`config.mk`:
```
export PLATFORM = sky130hd
export DESIGN_NAME = core_status_flag_register
export DESIGN_NICKNAME = d
export VERILOG_FILES = /design/src/core_status_pkg.sv /design/src/core_status_flag_register.sv
export SDC_FILE = /design/constraint.sdc
export NUM_CORES = 1
export LEC_CHECK = 0
export BUFFER_PORTS_ARGS = -buffer_cell sky130_fd_sc_hd__buf_2
export CAP_MARGIN = 10
export CORE_ASPECT_RATIO = 1.75
export CORE_MARGIN = 2
export CORE_UTILIZATION = 51
export CTS_BUF_LIST = sky130_fd_sc_hd__clkbuf_2
export DETAILED_ROUTE_END_ITERATION = 12
export PLACE_DENSITY = 0.86
export SYNTH_ARGS = -nofsm -noshare
export SYNTH_HDL_FRONTEND = slang
export SYNTH_SLANG_ARGS = --single-unit
```
`constraint.sdc`:
```
create_clock -name clk -period 2.6 [get_ports clk]
set_clock_uncertainty 0.1 [all_clocks]
set_input_delay 0 -clock clk [delete_from_list [all_inputs] [get_ports clk]]
set_output_delay 0 -clock clk [all_outputs]
set_load 0.005 [all_outputs]
```
`src/core_status_pkg.sv`:
```
// Package for the core status register: field layout, reset value,
// bank-select encodings and the update record passed in by the core.
// Assumes a single 100 MHz core clock and a synchronous reset.
package core_status_pkg;

  // ==========================================================
  // Register map and field positions
  // ==========================================================
  localparam logic [2:0] STATUS_ADDR = 3'h0;
  localparam logic [2:0] BANK_ADDR   = 3'h1;
  localparam int BIT_CARRY    = 0;
  localparam int BIT_NIBBLE   = 1;
  localparam int BIT_ZERO     = 2;
  localparam int BIT_SLEEP_N  = 3;
  localparam int BIT_WDOG_N   = 4;
  localparam int BIT_RP_LO    = 5;
  localparam int BIT_RP_HI    = 6;
  localparam int BIT_IND_PAGE = 7;
  // Expiry and sleep bits read as one after power-up; the rest clear.
  localparam logic [7:0] STATUS_RESET = 8'h18;
  // Hardware owns the two power bits; software writes leave them alone.
  localparam logic [7:0] SW_WRITE_MASK = 8'he7;

  // ==========================================================
  // Addressing
  // ==========================================================
  localparam int OFFSET_W = 7;
  localparam int ADDR_W   = 9;

  typedef enum logic [2:0] {
    OP_NONE       = 3'b000,
    OP_ADD_W_FILE = 3'b001,
    OP_ADD_LIT    = 3'b010,
    OP_SUB_LIT    = 3'b011,
    OP_SUB_FILE   = 3'b100,
    OP_LOGIC      = 3'b101
  } alu_op_e;

  // Operation and operands of one ALU step as requested by the execution logic.
  typedef struct packed {
    alu_op_e    op;
    logic [7:0] a;
    logic [7:0] b;
  } alu_req_s;

  // Power management events, each a one-cycle pulse.
  typedef struct packed {
    logic clr_wdt;
    logic sleep;
    logic wdt_expire;
  } pwr_evt_s;

endpackage : core_status_pkg

```
`src/core_status_flag_register.sv`:
```
// Core status register with arithmetic flags, watchdog and sleep bits and
// bank selection, plus the data-memory address former.
// Assumes the execution logic pulses events for one cycle and that
// software access does not coincide with an ALU flag update.
//
// The implementer's own choices: the address map and the plain strobed port.
`timescale 1ns/1ps

// Function
// - The indirect page bit picks bank 2 when one and bank 0 when zero.
// - The two direct page bits pick bank 3, 2, 1 or 0 for codes 11..00.
// - Each bank is 128 bytes so the in-bank offset is seven bits.
// - The expiry bit goes to one on power-up, watchdog clear and sleep.
// - The expiry bit goes to zero when the watchdog runs out.
// - The sleep bit goes to one on power-up and on watchdog clear.
// - The sleep bit goes to zero when the sleep instruction runs.
// - The zero flag shows whether each ALU result is zero.
// - For the four add and subtract ops the nibble flag shows bit 3 carry.
// - For those ops the carry flag shows the carry out of bit 7.
module core_status_flag_register
  import core_status_pkg::*;
(
  // Clock and reset
  input  wire logic                clk,
  input  wire logic                rst,
  // Register port
  input  wire logic [2:0]          addr,
  input  wire logic [7:0]          wdata,
  input  wire logic                wr,
  input  wire logic                rd,
  output logic      [7:0]          rdata,
  // Execution and watchdog events
  input  wire alu_req_s            alu,
  input  wire pwr_evt_s            pwr,
  // Addressing
  input  wire logic [OFFSET_W-1:0] offset,
  input  wire logic                indirect,
  output logic      [ADDR_W-1:0]   mem_addr,
  output logic      [7:0]          alu_result,
  output logic      [7:0]          status
);

  // ==========================================================
  // ALU flag evaluation
  // ==========================================================
  function automatic logic is_arith(input alu_op_e op);
    is_arith = (op == OP_ADD_W_FILE) || (op == OP_ADD_LIT) ||
               (op == OP_SUB_LIT) || (op == OP_SUB_FILE);
  endfunction : is_arith

  // Direct bank code; the address former and the bank view share it.
  function automatic logic [1:0] direct_bank(input logic [7:0] st);
    direct_bank = {st[BIT_RP_HI], st[BIT_RP_LO]};
  endfunction : direct_bank

  logic [8:0] sum;
  logic [4:0] nib;
  logic [7:0] res;
  logic [7:0] st_q, st_d, res_q, res_d;
  logic [ADDR_W-1:0] addr_q, addr_d;
  logic [7:0] rdata_q, rdata_d;

  always_comb begin
    // Subtraction is done as add of the two's complement, so carry set
    // means no borrow, as the instruction set expects.
    if ((alu.op == OP_SUB_LIT) || (alu.op == OP_SUB_FILE)) begin
      sum = {1'b0, alu.a} + {1'b0, ~alu.b} + 9'h001;
      nib = {1'b0, alu.a[3:0]} + {1'b0, ~alu.b[3:0]} + 5'h01;
    end else begin
      sum = {1'b0, alu.a} + {1'b0, alu.b};
      nib = {1'b0, alu.a[3:0]} + {1'b0, alu.b[3:0]};
    end
    res = (alu.op == OP_LOGIC) ? (alu.a & alu.b) : sum[7:0];
  end

  // ==========================================================
  // Status register next state
  // ==========================================================
  always_comb begin
    st_d  = st_q;
    res_d = res_q;
    if (wr && addr == STATUS_ADDR) begin
      st_d = (st_q & ~SW_WRITE_MASK) | (wdata & SW_WRITE_MASK);
    end
    if (alu.op != OP_NONE) begin
      res_d = res;
      st_d[BIT_ZERO] = (res == 8'h00);
      if (is_arith(alu.op)) begin
        st_d[BIT_NIBBLE] = nib[4];
        st_d[BIT_CARRY]  = sum[8];
      end
    end
    // Events win over software and each other: expiry last, so a timeout
    // coinciding with a clear is not lost.
    if (pwr.clr_wdt) begin
      st_d[BIT_WDOG_N]  = 1'b1;
      st_d[BIT_SLEEP_N] = 1'b1;
    end
    if (pwr.sleep) begin
      st_d[BIT_WDOG_N]  = 1'b1;
      st_d[BIT_SLEEP_N] = 1'b0;
    end
    if (pwr.wdt_expire) begin
      st_d[BIT_WDOG_N] = 1'b0;
    end
  end

  // ==========================================================
  // Address former and read port
  // ==========================================================
  always_comb begin
    if (indirect) begin
      // The pointer's own bank bit is not an input of this block, so
      // pointer access reaches only the lower half of each bank pair.
      addr_d = {st_d[BIT_IND_PAGE], 1'b0, offset};
    end else begin
      addr_d = {direct_bank(st_d), offset};
    end
    rdata_d = 8'h00;
    if (rd) begin
      case (addr)
        STATUS_ADDR: rdata_d = st_q;
        BANK_ADDR:   rdata_d = {6'h00, direct_bank(st_q)};
        default:     rdata_d = 8'h00;
      endcase
    end
  end

  always_ff @(posedge clk) begin
    if (rst) begin
      st_q    <= STATUS_RESET;
      res_q   <= 8'h00;
      addr_q  <= '0;
      rdata_q <= 8'h00;
    end else begin
      st_q    <= st_d;
      res_q   <= res_d;
      addr_q  <= addr_d;
      rdata_q <= rdata_d;
    end
  end

  assign status     = st_q;
  assign alu_result = res_q;
  assign mem_addr   = addr_q;
  assign rdata      = rdata_q;

  // ==========================================================
  // Checks
  // ==========================================================
  // These run without the reset guard, since they watch reset itself.
  a_reset_value: assert property (@(posedge clk)
    rst |=> status == STATUS_RESET)
    else $error("status not at power-up value after reset");

  a_reset_outputs: assert property (@(posedge clk)
    rst |=> mem_addr == 9'h000 && rdata == 8'h00)
    else $error("address or read data not cleared by reset");

  // ==========================================================
  // Checks: power bits
  // ==========================================================
  a_sleep_clears_sleep: assert property (@(posedge clk)
    disable iff (rst)
    pwr.sleep && !pwr.clr_wdt |=> !st_q[BIT_SLEEP_N])
    else $error("sleep did not clear sleep bit");

  a_clear_sets_both: assert property (@(posedge clk)
    disable iff (rst)
    pwr.clr_wdt && !pwr.sleep && !pwr.wdt_expire
      |=> st_q[BIT_WDOG_N] && st_q[BIT_SLEEP_N])
    else $error("watchdog clear did not set power bits");

  a_expiry_clears_flag: assert property (@(posedge clk)
    disable iff (rst)
    pwr.wdt_expire |=> !st_q[BIT_WDOG_N])
    else $error("expiry did not clear expiry bit");

  a_sleep_sets_expiry: assert property (@(posedge clk)
    disable iff (rst)
    pwr.sleep && !pwr.wdt_expire |=> st_q[BIT_WDOG_N])
    else $error("sleep did not set expiry bit");

  a_clear_sets_sleep: assert property (@(posedge clk)
    disable iff (rst)
    pwr.clr_wdt && !pwr.sleep |=> st_q[BIT_SLEEP_N])
    else $error("watchdog clear did not set sleep bit");

  a_sw_power_kept: assert property (@(posedge clk)
    disable iff (rst)
    wr && pwr == '0 |=>
      st_q[BIT_WDOG_N:BIT_SLEEP_N] == $past(st_q[BIT_WDOG_N:BIT_SLEEP_N]))
    else $error("software write changed power bits");

  // ==========================================================
  // Checks: result flags
  // ==========================================================
  a_zero_flag_ok: assert property (@(posedge clk)
    disable iff (rst)
    alu.op != OP_NONE |=> st_q[BIT_ZERO] == (res_q == 8'h00))
    else $error("zero flag mismatch");

  a_add_zero: assert property (@(posedge clk)
    disable iff (rst)
    alu.op == OP_ADD_W_FILE |=>
      st_q[BIT_ZERO] == (($past(alu.a) + $past(alu.b)) == 8'h00))
    else $error("zero flag wrong after add");

  a_sub_zero: assert property (@(posedge clk)
    disable iff (rst)
    alu.op == OP_SUB_FILE |=>
      st_q[BIT_ZERO] == ($past(alu.a) == $past(alu.b)))
    else $error("zero flag wrong after subtract");

  a_logic_zero: assert property (@(posedge clk)
    disable iff (rst)
    alu.op == OP_LOGIC |=>
      st_q[BIT_ZERO] == (($past(alu.a) & $past(alu.b)) == 8'h00))
    else $error("zero flag wrong after logic op");

  a_logic_result: assert property (@(posedge clk)
    disable iff (rst)
    alu.op == OP_LOGIC |=> alu_result == ($past(alu.a) & $past(alu.b)))
    else $error("logic result mismatch");

  a_nibble_carry_ok: assert property (@(posedge clk)
    disable iff (rst)
    alu.op == OP_ADD_LIT |=>
      st_q[BIT_NIBBLE] == ($past(alu.a[3:0]) + $past(alu.b[3:0]) > 15))
    else $error("nibble carry mismatch");

  a_add_file_nibble: assert property (@(posedge clk)
    disable iff (rst)
    alu.op == OP_ADD_W_FILE |=>
      st_q[BIT_NIBBLE] == ($past(alu.a[3:0]) + $past(alu.b[3:0]) > 15))
    else $error("nibble carry wrong after add");

  a_sub_nibble: assert property (@(posedge clk)
    disable iff (rst)
    alu.op == OP_SUB_LIT |=>
      st_q[BIT_NIBBLE] == ($past(alu.a[3:0]) >= $past(alu.b[3:0])))
    else $error("nibble borrow wrong after subtract");

  a_sub_file_nibble: assert property (@(posedge clk)
    disable iff (rst)
    alu.op == OP_SUB_FILE |=>
      st_q[BIT_NIBBLE] == ($past(alu.a[3:0]) >= $past(alu.b[3:0])))
    else $error("nibble borrow wrong after file subtract");

  a_carry_out_ok: assert property (@(posedge clk)
    disable iff (rst)
    alu.op == OP_ADD_W_FILE |=>
      st_q[BIT_CARRY] == ({1'b0, $past(alu.a)} + $past(alu.b) > 255))
    else $error("carry mismatch");

  a_add_lit_carry: assert property (@(posedge clk)
    disable iff (rst)
    alu.op == OP_ADD_LIT |=>
      st_q[BIT_CARRY] == ({1'b0, $past(alu.a)} + $past(alu.b) > 255))
    else $error("carry wrong after literal add");

  a_sub_carry: assert property (@(posedge clk)
    disable iff (rst)
    alu.op == OP_SUB_FILE |=>
      st_q[BIT_CARRY] == ($past(alu.a) >= $past(alu.b)))
    else $error("borrow wrong after file subtract");

  a_sub_lit_carry: assert property (@(posedge clk)
    disable iff (rst)
    alu.op == OP_SUB_LIT |=>
      st_q[BIT_CARRY] == ($past(alu.a) >= $past(alu.b)))
    else $error("borrow wrong after literal subtract");

  a_logic_keeps_carry: assert property (@(posedge clk)
    disable iff (rst)
    alu.op == OP_LOGIC && !wr |=>
      st_q[BIT_NIBBLE:BIT_CARRY] == $past(st_q[BIT_NIBBLE:BIT_CARRY]))
    else $error("logic op changed carry flags");

  // ==========================================================
  // Checks: addressing and register port
  // ==========================================================
  a_direct_bank_sel: assert property (@(posedge clk)
    disable iff (rst)
    !indirect && alu.op == OP_NONE && !wr |=>
      mem_addr[8:7] == st_q[BIT_RP_HI:BIT_RP_LO])
    else $error("direct bank mismatch");

  a_indirect_bank: assert property (@(posedge clk)
    disable iff (rst)
    indirect && !wr |=> mem_addr[8] == st_q[BIT_IND_PAGE])
    else $error("indirect bank mismatch");

  a_indirect_low_half: assert property (@(posedge clk)
    disable iff (rst)
    indirect |=> !mem_addr[7])
    else $error("indirect address left the lower half");

  a_offset_kept: assert property (@(posedge clk)
    disable iff (rst)
    1'b1 |=> mem_addr[OFFSET_W-1:0] == $past(offset))
    else $error("offset lost");

  a_write_lands: assert property (@(posedge clk)
    disable iff (rst)
    wr && addr == STATUS_ADDR && alu.op == OP_NONE && pwr == '0 |=>
      st_q[BIT_IND_PAGE:BIT_RP_LO] == $past(wdata[7:5]))
    else $error("bank bits not written");

  a_bank_view: assert property (@(posedge clk)
    disable iff (rst)
    rd && addr == BANK_ADDR |=>
      rdata == {6'h00, $past(st_q[BIT_RP_HI:BIT_RP_LO])})
    else $error("bank view read mismatch");

  c_sleep: cover property (@(posedge clk) pwr.sleep);
  c_expire: cover property (@(posedge clk) pwr.wdt_expire);
  c_sub_borrow: cover property (@(posedge clk)
    alu.op == OP_SUB_FILE ##1 !st_q[BIT_CARRY]);
  c_indirect_hi: cover property (@(posedge clk)
    indirect && st_q[BIT_IND_PAGE]);
  c_bank_three: cover property (@(posedge clk)
    !indirect && st_q[BIT_RP_HI] && st_q[BIT_RP_LO]);

endmodule : core_status_flag_register

```
==> results of run 1 <==
[final timing paths]
check | end | start | slack (ns) | depth (start not counted)
worst max register to register | mem_addr[8]$_SDFF_PP0_ | status[6]$_SDFF_PP0_ | 0.46 | 6
worst max-delay path | mem_addr[8]$_SDFF_PP0_ | addr[1] | 0.12 | 8
worst min-delay path | status[0]$_SDFF_PP0_ | alu[15] | 0.03 | 6
worst min register to register | alu_result[2]$_SDFFE_PP0N_ | alu_result[2]$_SDFFE_PP0N_ | 0.37 | 2
[state kept, by name (all words and copies together) (netlist names)]
name        flops
mem_addr        9
alu_result      8
rdata           8
status          8
[worst max-delay path, delay by kind of cell]
kind            cells  cell delay, ns
simple gates        2            0.92
mux                 1            0.29
buf+inv             3            1.25
compound gates      2            0.19
[kinds of logic (layout without fill, tap and decap cells)]
kind of cell             after synthesis  after routing  share of synthesized area
AO/OA/AOI/OAI                         58             58                      0.212
adder cells (fa/ha/maj)               18             18                      0.115
AND/OR/NAND/NOR                       85             85                      0.226
XOR/XNOR                               5              5                     0.0216
multiplexers                          10             10                     0.0499
buffers and inverters                 24            139                     0.0506
flip-flops                            33             33                      0.326
[through the flow]
| step | hold slack (ns) | std cells | setup slack (ns) |
|---|---|---|---|
| global placement | 0.102 | 350 | 0.407 |
| global route | 0.0674 | 396 | 0.0849 |
| floorplan | -0.0232 | 233 | 0.694 |
| CTS | 0.0170 | 396 | 0.306 |
| finish | 0.0271 | 396 | 0.121 |
| detailed placement | 0.101 | 350 | 0.356 |
[final cells by class]
| class | count | share of cell area |
|---|---|---|
| multi-input cells | 176 | 0.442 |
| repair buffers | 117 | 0.275 |
| flip-flops and latches | 33 | 0.231 |
| well taps | 48 | 0.0210 |
| inverters | 15 | 0.0197 |
| clock buffers | 6 | 0.0105 |
| clock inverters | 1 | 0.00131 |
[timing repair]
action,in CTS,in global routing
endpoints found under the setup margin,0,0
hold buffers,39,0
endpoints found under the hold margin,31,0
[per-layer routing]
layer | track usage | part of all wire | vias to the layer above
met5 | 0 | 0 | -
li1 | - | - | 1050
met1 | 0.244 | 0.36 | 998
met2 | 0.530 | 0.55 | 84
met3 | 0.0309 | 0.040 | 28
met4 | 0.158 | 0.046 | 0
[power groups by stage]
stage                     logic, uW  registers, uW  clock network, uW
final                           393            551                218
after global routing            431            555                242
after CTS                       387            550                224
after detailed placement        345            561                  0
after global placement          337            560                  0
after floorplan                 226            564                  0
[placed cells by master, fill, tap and decap left out, drive strengths merged, types with 4 or more instances in the layout]
| master | instances |
|---|---|
| ha | 17 |
| a21o | 4 |
| nor2b | 11 |
| dlygate4sd3 | 39 |
| buf | 78 |
| o21ai | 11 |
| nand2 | 8 |
| nand3 | 4 |
| clkbuf | 6 |
| dfxtp | 33 |
| inv | 15 |
| a211oi | 5 |
| a31oi | 4 |
| and2 | 6 |
| nor3 | 7 |
| mux2i | 9 |
| nor2 | 32 |
| a21oi | 18 |
| xnor2 | 4 |
==> impl_metrics.tcl, run 1 <==
set metrics [dict create \
    fp-row-count 30 \
    clk_pin_slew_worst_paths_ns 0.16 \
    die_h_um 87.5 \
    cts_buffer_depth 2 \
    drt-initial-drc-count 30 \
    worst_slew_pin_slew_ns 0.983 \
    post-route-cell-area_um2 2870 \
    ys_seq_area_frac 0.326 \
    clk_latency_ns 0.35 \
    fill_cells 298 \
    fin_tns_setup_ns 0 \
    grt_max_degree 22 \
    grt_pass1_wl_um 9180 \
    grt_usage 0.267 \
    hpwl_um 3950 \
    gp_congestion 0.900 \
    wl_um 5730 \
    cts_tree "built" \
    via_per_inst 5.45 \
    synth_common_cells "33 x dfxtp_1, 31 x nor2_1, 17 x a21oi_1, 17 x ha_1, 15 x inv_1" \
    start_util 0.525 \
    synth-main-ff-cell "dfxtp_1" \
    synthCells 233 \
    critPathArrivalTime_ns 2.63 \
    multi_input_area_um2 1270 \
    vias 2160 \
    hp-class "in -> reg" \
    grt_overflow 0 \
    die-area_um2 4520 \
    antenna_found_initial 0 \
    synth_area_leaders "dfxtp_1 33%, ha_1 10%, nor2_1 5.7%" \
    power.density_nw_per_um2 406 \
    p_clk_frac 0.188 \
    io_buffers 75 \
    setup_viol 0 \
    clock.fmax_mhz 403 \
    ys_async_sr_fraction 0 \
    slowest_stage "nor4b_2" \
    layout.nets 411 \
    io_pins 78 \
    netlist_area_um2 2030 \
    cts_max_level 2 \
    core_area_um2 3870 \
    p_sw_uw 368 \
    postCtsSetupBuffers 0 \
    detail-route-antenna-nets 0 \
    fin_crit_sh 0.953 \
    seq_area_um2 661 \
    drt_first_pass_iters 4 \
    hold_viol 0 \
    worst-setup-path-type "in -> reg" \
    cp_max_fo 6 \
    cts_sinks 33 \
    synth.avg_cell_area_um2 8.71 \
    synth_edf_count 0 \
    period_minus_slack_ns 2.48 \
    power_uw 1160 \
    clockRootBuffer "clkbuf_2" \
    synth_top_area_cell "dfxtp_1" \
    p_sw_frac 0.317 \
    drv_cap 0 \
    wire_per_inst_um 14.5 \
    diodes 0 \
    cts_buffers 5 \
    utilization 0.741 \
    power_frac_seq 0.474 \
    cp-end-kind "register" \
    leakagePower_uw 0.00141 \
    synth_top_area_share 0.326 \
    area_growth_pct 41.2 \
    ys_ff_latch 33 \
    rsz0062_at_grt "false" \
    grt_pass1_vias 2126 \
    synth.net_count 296 \
    status "finished clean" \
    ir_drop_v 0.000271 \
    fp.dieW_um 51.7 \
    slew_headroom 0.343 \
    synth_cell_type_count 57 \
    crit_chain "buf_2 -> nor4b_2 -> mux2i_1 -> dlygate4sd3_1 -> nor2_1 -> a21oi_1 -> a21oi_1 -> dlygate4sd3_1" \
    drv_slew 0 \
    max_stage_delay_ns 0.86 \
    layout-drive-gt1-share 0.287 \
    comb_power_share 0.338 \
    drc 0 \
    crit_required_ns 2.76 \
    yosys_warnings 0 \
    startpoint_type "input port" \
    power.internal_uw 795 \
    ctsResizeCount 0 \
    synth.most_common_cell "dfxtp_1" \
    placed_area_um2 2440 \
]
Power figures use the tool's default switching activity.
==> run 2, diff against run 1 <==
ABC_AREA = 1   (was unset)
PLACE_DENSITY = 0.85   (was 0.86)
==> run 2 against run 1 <==
- highest routed layer unchanged
- die area increased by 4.8%
- sequential power barely moved
- power is 3.4% higher
- critical path depth grew 5
- critical endpoint is now status[2]$_SDFFE_PP0P_
- critical path type unchanged
- synthesized cell count is 38% higher
- utilization shrank 1.2 points
- global-route usage is 1.9 points higher
- routed wire length up 22%
==> impl_metrics.tcl, run 2 <==
set metrics [dict create \
    synth_edf_count 0 \
    period_minus_slack_ns 2.30 \
    hpwl_um 4170 \
    hp-class "in -> reg" \
    yosys_warnings 0 \
    crit_required_ns 2.84 \
    layout.nets 497 \
    synth.net_count 384 \
    drv_cap 0 \
    power_frac_seq 0.460 \
    power.internal_uw 779 \
    drc 0 \
    cts_buffers 5 \
    leakagePower_uw 0.00167 \
    fin_tns_setup_ns 0 \
    cp_max_fo 11 \
    ir_drop_v 0.000377 \
    ys_async_sr_fraction 0 \
    rsz0062_at_grt "false" \
    crit_chain "dlygate4sd3_1 -> buf_2 -> inv_2 -> o21ai_2 -> nand3_2 -> nand2_1 -> nand2_1 -> nand3_2 -> nand3_1 -> nor2_1 -> nand3_1 -> a21oi_2 -> dlygate4sd3_1" \
    clk_pin_slew_worst_paths_ns 0.18 \
    grt_max_degree 16 \
    io_buffers 75 \
    grt_overflow 0 \
    core_area_um2 4070 \
    clock.fmax_mhz 435 \
    detail-route-antenna-nets 0 \
    cts_buffer_depth 2 \
    synth_area_leaders "dfxtp_1 31%, nand2_1 15%, ha_1 10%" \
    cp-end-kind "register" \
    cts_sinks 33 \
    diodes 0 \
    grt_usage 0.286 \
    p_clk_frac 0.206 \
    mostFrequentLayoutCells "86 x nand2_1, 75 x buf_2, 46 x inv_1" \
    layoutNonFillerInstCount 484 \
    p_sw_uw 423 \
    synth_top_area_cell "dfxtp_1" \
    fp.dieW_um 52.9 \
    io_pins 78 \
    drt_first_pass_iters 4 \
    clk_latency_ns 0.40 \
    layout-drive-gt1-share 0.246 \
    cts_tree "built" \
    hold_viol 0 \
    wl_um 7020 \
    critPathArrivalTime_ns 2.54 \
    cts_max_level 2 \
    p_sw_frac 0.352 \
    ys_seq_area_frac 0.310 \
    via_per_inst 5.18 \
    gp_congestion 0.932 \
    place_inst 437 \
    clockRootBuffer "clkbuf_2" \
    setup_viol 0 \
    max_stage_delay_ns 0.55 \
    start_util 0.524 \
    netlist_area_um2 2130 \
    synth.avg_cell_area_um2 6.65 \
    synthCells 321 \
    die-area_um2 4740 \
    worst-setup-path-type "in -> reg" \
    vias 2506 \
    synth_top_area_share 0.310 \
    antenna_found_initial 0 \
    synth-main-ff-cell "dfxtp_1" \
    die_h_um 89.6 \
    status "finished clean" \
    drv_slew 0 \
    wire_per_inst_um 14.5 \
    area_growth_pct 39.2 \
    ys_ff_latch 33 \
    final_common_cell "nand2_1" \
    fp-row-count 31 \
    startpoint_type "input port" \
    synth.most_common_cell "nand2_1" \
    worst_slew_pin_slew_ns 0.579 \
    largest_register_ffs 9 \
    slowest_stage "dlygate4sd3_1" \
    slew_headroom 0.614 \
    drt-initial-drc-count 109 \
    synth_cell_type_count 31 \
    power.density_nw_per_um2 405 \
    synth_common_cells "87 x nand2_1, 46 x inv_1, 36 x nor2_1, 33 x dfxtp_1, 25 x nand3_1" \
    fin_crit_sh 0.885 \
    grt_pass1_vias 2433 \
    comb_power_share 0.335 \
    grt_pass1_wl_um 10200 \
    whs_ns 0.0360 \
]
run 2: cell types whose count changed in the layout (fill, tap and decap cells not counted), sizes merged, moves of 8 or more:
cell   delta
inv      +35
nand3    +24
nor2      +8
nand2    +80
nor2b    -11
o21ai     +8
mux2i     -8
run 2: worst max-delay path, delay by kind of cell:
family                 cells  cell delay (ns)
AO/OA/AOI/OAI              2             0.60
AND/OR/NAND/NOR            7             0.66
buffers and inverters      4             1.27
run 2: worst paths after layout:
check	startpoint	endpoint	slack, ns	cells past startpoint
worst min register to register	status[3]$_SDFFE_PP1P_	rdata[3]$_SDFF_PP0_	0.38	2
worst max-delay path	alu[18]	status[2]$_SDFFE_PP0P_	0.30	13
worst max register to register	status[5]$_SDFF_PP0_	mem_addr[7]$_SDFF_PP0_	1.13	5
worst min-delay path	wr	status[7]$_SDFF_PP0_	0.04	5
run 2: metal layers:
layer,global-route usage,share of wire
met1,0.246,0.33
met2,0.599,0.57
met3,0.0334,0.057
met4,0.145,0.042
met5,0,0
run 2: logic make-up after synthesis:
family,Yosys count,share of synthesized area
buf+inv,60,0.112
simple gates,163,0.328
mux,1,0.00469
fa+ha+maj,18,0.109
xor+xnor,4,0.0164
compound gates,42,0.120
flops,33,0.310
run 2: repair_timing:
| action | CTS | global route |
|---|---|---|
| hold buffers | 37 | 0 |
| gates resized for setup | 0 | 4 |
| setup buffers | 0 | 3 |
| endpoints found under the setup margin | 0 | 4 |
| hold endpoints to repair | 25 | 0 |
run 2: final cells by class:
class | instances | area [um2]
flip-flops and latches | 33 | 661
multi-input cells | 228 | 1250
repair buffers | 115 | 766
fillers | 303 | 1100
well taps | 49 | 61.3
inverters | 51 | 191
clock inverters | 2 | 10.0
clock buffers | 6 | 30.0
run 2: through the flow:
step                      area, um2  total power (uW)   util  setup WS [ns]
after floorplan                2130               790      -           1.12
after global placement         2530               895  0.621          0.823
after detailed placement       2530               903  0.621          0.764
after CTS                      2940              1170  0.722         0.0747
after global routing           2970              1270  0.729         0.0685
final                          2970              1200  0.729          0.299
run 2: power by group through the flow:
stage | sequential, uW | combinational (uW) | clock (uW)
after floorplan | 562 | 228 | 0
after global placement | 558 | 336 | 0
after detailed placement | 559 | 344 | 0
after CTS | 548 | 385 | 239
after global routing | 555 | 451 | 262
final | 552 | 403 | 247
==> run 3, diff against run 2 <==
CORE_ASPECT_RATIO = unset   (was 1.75)
==> run 3 against run 2 <==
- largest power group unchanged
- worst hold slack lost 0.0099 ns
- worst setup slack improved by 0.11 ns
- largest cell class unchanged
- first-iteration DRC count up 58%
- register-to-register slack got worse by 0.06 ns
- clock-buffer cell count did not move
- clock power shrank 5%
==> impl_metrics.tcl, run 3 (same netlist as run 2, synthesis figures left out) <==
set metrics [dict create \
    status "finished clean" \
    fill_cells 303 \
    drt-initial-drc-count 172 \
    io_buffers 75 \
    cp_max_fo 15 \
    slew_headroom 0.620 \
    setup_viol 0 \
    crit_required_ns 2.84 \
    hpwl_um 4020 \
    ir_drop_v 0.000318 \
    multi_input_area_um2 1250 \
    clk_pin_slew_worst_paths_ns 0.17 \
    startpoint_type "input port" \
    slowest_stage "dlygate4sd3_1" \
    via_per_inst 5.12 \
    seq_area_um2 661 \
    r2r_setup_slack_ns 1.07 \
    largest_register_ffs 9 \
    gp_congestion 0.934 \
    cts_buffer_depth 2 \
    hp-class "in -> reg" \
    cts_buffers 5 \
    cts_sinks 33 \
    reg2reg_from "status[0]$_SDFF_PP0_" \
    grt_pass1_wl_um 9770 \
    grt_max_degree 16 \
    drc 0 \
    clk_latency_ns 0.38 \
    grt_usage 0.278 \
    clockRootBuffer "clkbuf_2" \
    power.internal_uw 776 \
    crit_chain "dlygate4sd3_1 -> buf_2 -> inv_1 -> nand2_1 -> nor2_1 -> nand2_1 -> o21ai_0 -> dlygate4sd3_1" \
    grt_pass1_vias 2340 \
    rr_worst_depth 6 \
    layout.nets 496 \
    holdPathEnd "rdata[4]$_SDFF_PP0_" \
    p_sw_frac 0.349 \
    cts_max_level 2 \
    p_clk_frac 0.197 \
    critPathArrivalTime_ns 2.43 \
    vias 2471 \
    cts_tree "built" \
    final_common_cell "nand2_1" \
    io_pins 78 \
    rsz0062_at_grt "false" \
    drt_first_pass_iters 4 \
    p_sw_uw 416 \
    wire_per_inst_um 13.4 \
    fp-row-count 23 \
    area_growth_pct 38.5 \
    timing.rr.end "status[0]$_SDFF_PP0_" \
    hold_start "addr[1]" \
    die_h_um 68.7 \
    core_area_um2 4000 \
    power_uw 1190 \
    cp-end-kind "register" \
    antenna_found_initial 0 \
    wl_um 6490 \
    comb_power_share 0.342 \
    fp.dieW_um 68.7 \
    fin_crit_sh 0.842 \
    drv_cap 0 \
    min_delay_path_depth 6 \
    max_stage_delay_ns 0.55 \
    worst-setup-path-type "in -> reg" \
    detail-route-antenna-nets 0 \
    hold_viol 0 \
    fin_tns_setup_ns 0 \
    drv_slew 0 \
    start_util 0.533 \
    period_minus_slack_ns 2.19 \
    worst_slew_pin_slew_ns 0.570 \
    leakagePower_uw 0.00166 \
    power_frac_seq 0.461 \
    clock.fmax_mhz 457 \
    die-area_um2 4720 \
    mostFrequentLayoutCells "86 x nand2_1, 75 x buf_2, 46 x inv_1" \
    diodes 0 \
    grt_overflow 0 \
    power.density_nw_per_um2 403 \
    layout-drive-gt1-share 0.236 \
]
[run 3: cell count changes in the layout (fill, tap and decap cells not counted)]
cell           before  now
clkinv_1            1    2
buf_4               4    2
clkinv_2            2    0
dlygate4sd3_1      36   37
nor3_1              2    3
nor3_2              1    0
[run 3: routing by layer]
metal	track usage	vias up	part of all wire
met3	0.0698	26	0.070
met2	0.516	107	0.52
met5	0	-	0
met1	0.283	1108	0.37
met4	0.145	0	0.043
li1	-	1230	-
[run 3: worst max-delay path by stage]
stage / startpoint / end / slack [ns] / depth (start not counted)
3_3_place_gp: alu[0] / status[2]$_SDFFE_PP0P_ / 0.86 / 12
3_5_place_dp: alu[2] / status[2]$_SDFFE_PP0P_ / 0.84 / 12
5_1_grt: rst / rdata[1]$_SDFF_PP0_ / 0.28 / 8
6_report: rst / rdata[1]$_SDFF_PP0_ / 0.41 / 8
4_1_cts: addr[2] / status[0]$_SDFF_PP0_ / 0.03 / 14
2_1_floorplan: alu[8] / status[2]$_SDFFE_PP0P_ / 1.12 / 12
[run 3: per-stage QoR]
stage | hold WS, ns | util | instance area (um2) | std cells | setup slack [ns]
after floorplan | -0.0376 | - | 2130 | 321 | 1.12
after global placement | 0.0986 | 0.633 | 2530 | 438 | 0.863
after detailed placement | 0.105 | 0.633 | 2530 | 438 | 0.836
after CTS | 0.0716 | 0.734 | 2940 | 482 | 0.0328
after global routing | 0.0552 | 0.739 | 2960 | 483 | 0.279
final | 0.0261 | 0.739 | 2960 | 483 | 0.412
[run 3: power by group through the flow]
stage,Clock [uW],Sequential (uW),Combinational [uW]
after floorplan,0,562,228
after detailed placement,0,559,345
after CTS,224,548,389
after global routing,266,553,452
after global placement,0,558,336
final,234,550,408
[run 3: layout make-up]
class / instances / area share
multi-input combinational: 228 / 0.422
timing repair buffer: 114 / 0.257
sequential: 33 / 0.224
inverter: 51 / 0.0648
tap: 50 / 0.0212
clock buffer: 6 / 0.0102
clock inverter: 1 / 0.00127
[run 3: repair_timing]
item	4_1_cts	5_1_grt
buffers inserted	0	1
gates resized for setup	0	3
setup endpoints to repair	0	4
endpoints found under the hold margin	25	2
hold buffers	37	1
[run 3: worst max-delay path: cells and delay by family]
family / cells / cell delay (ns)
simple gates: 3 / 0.61
compound gates: 1 / 0.14
buf+inv: 4 / 1.67
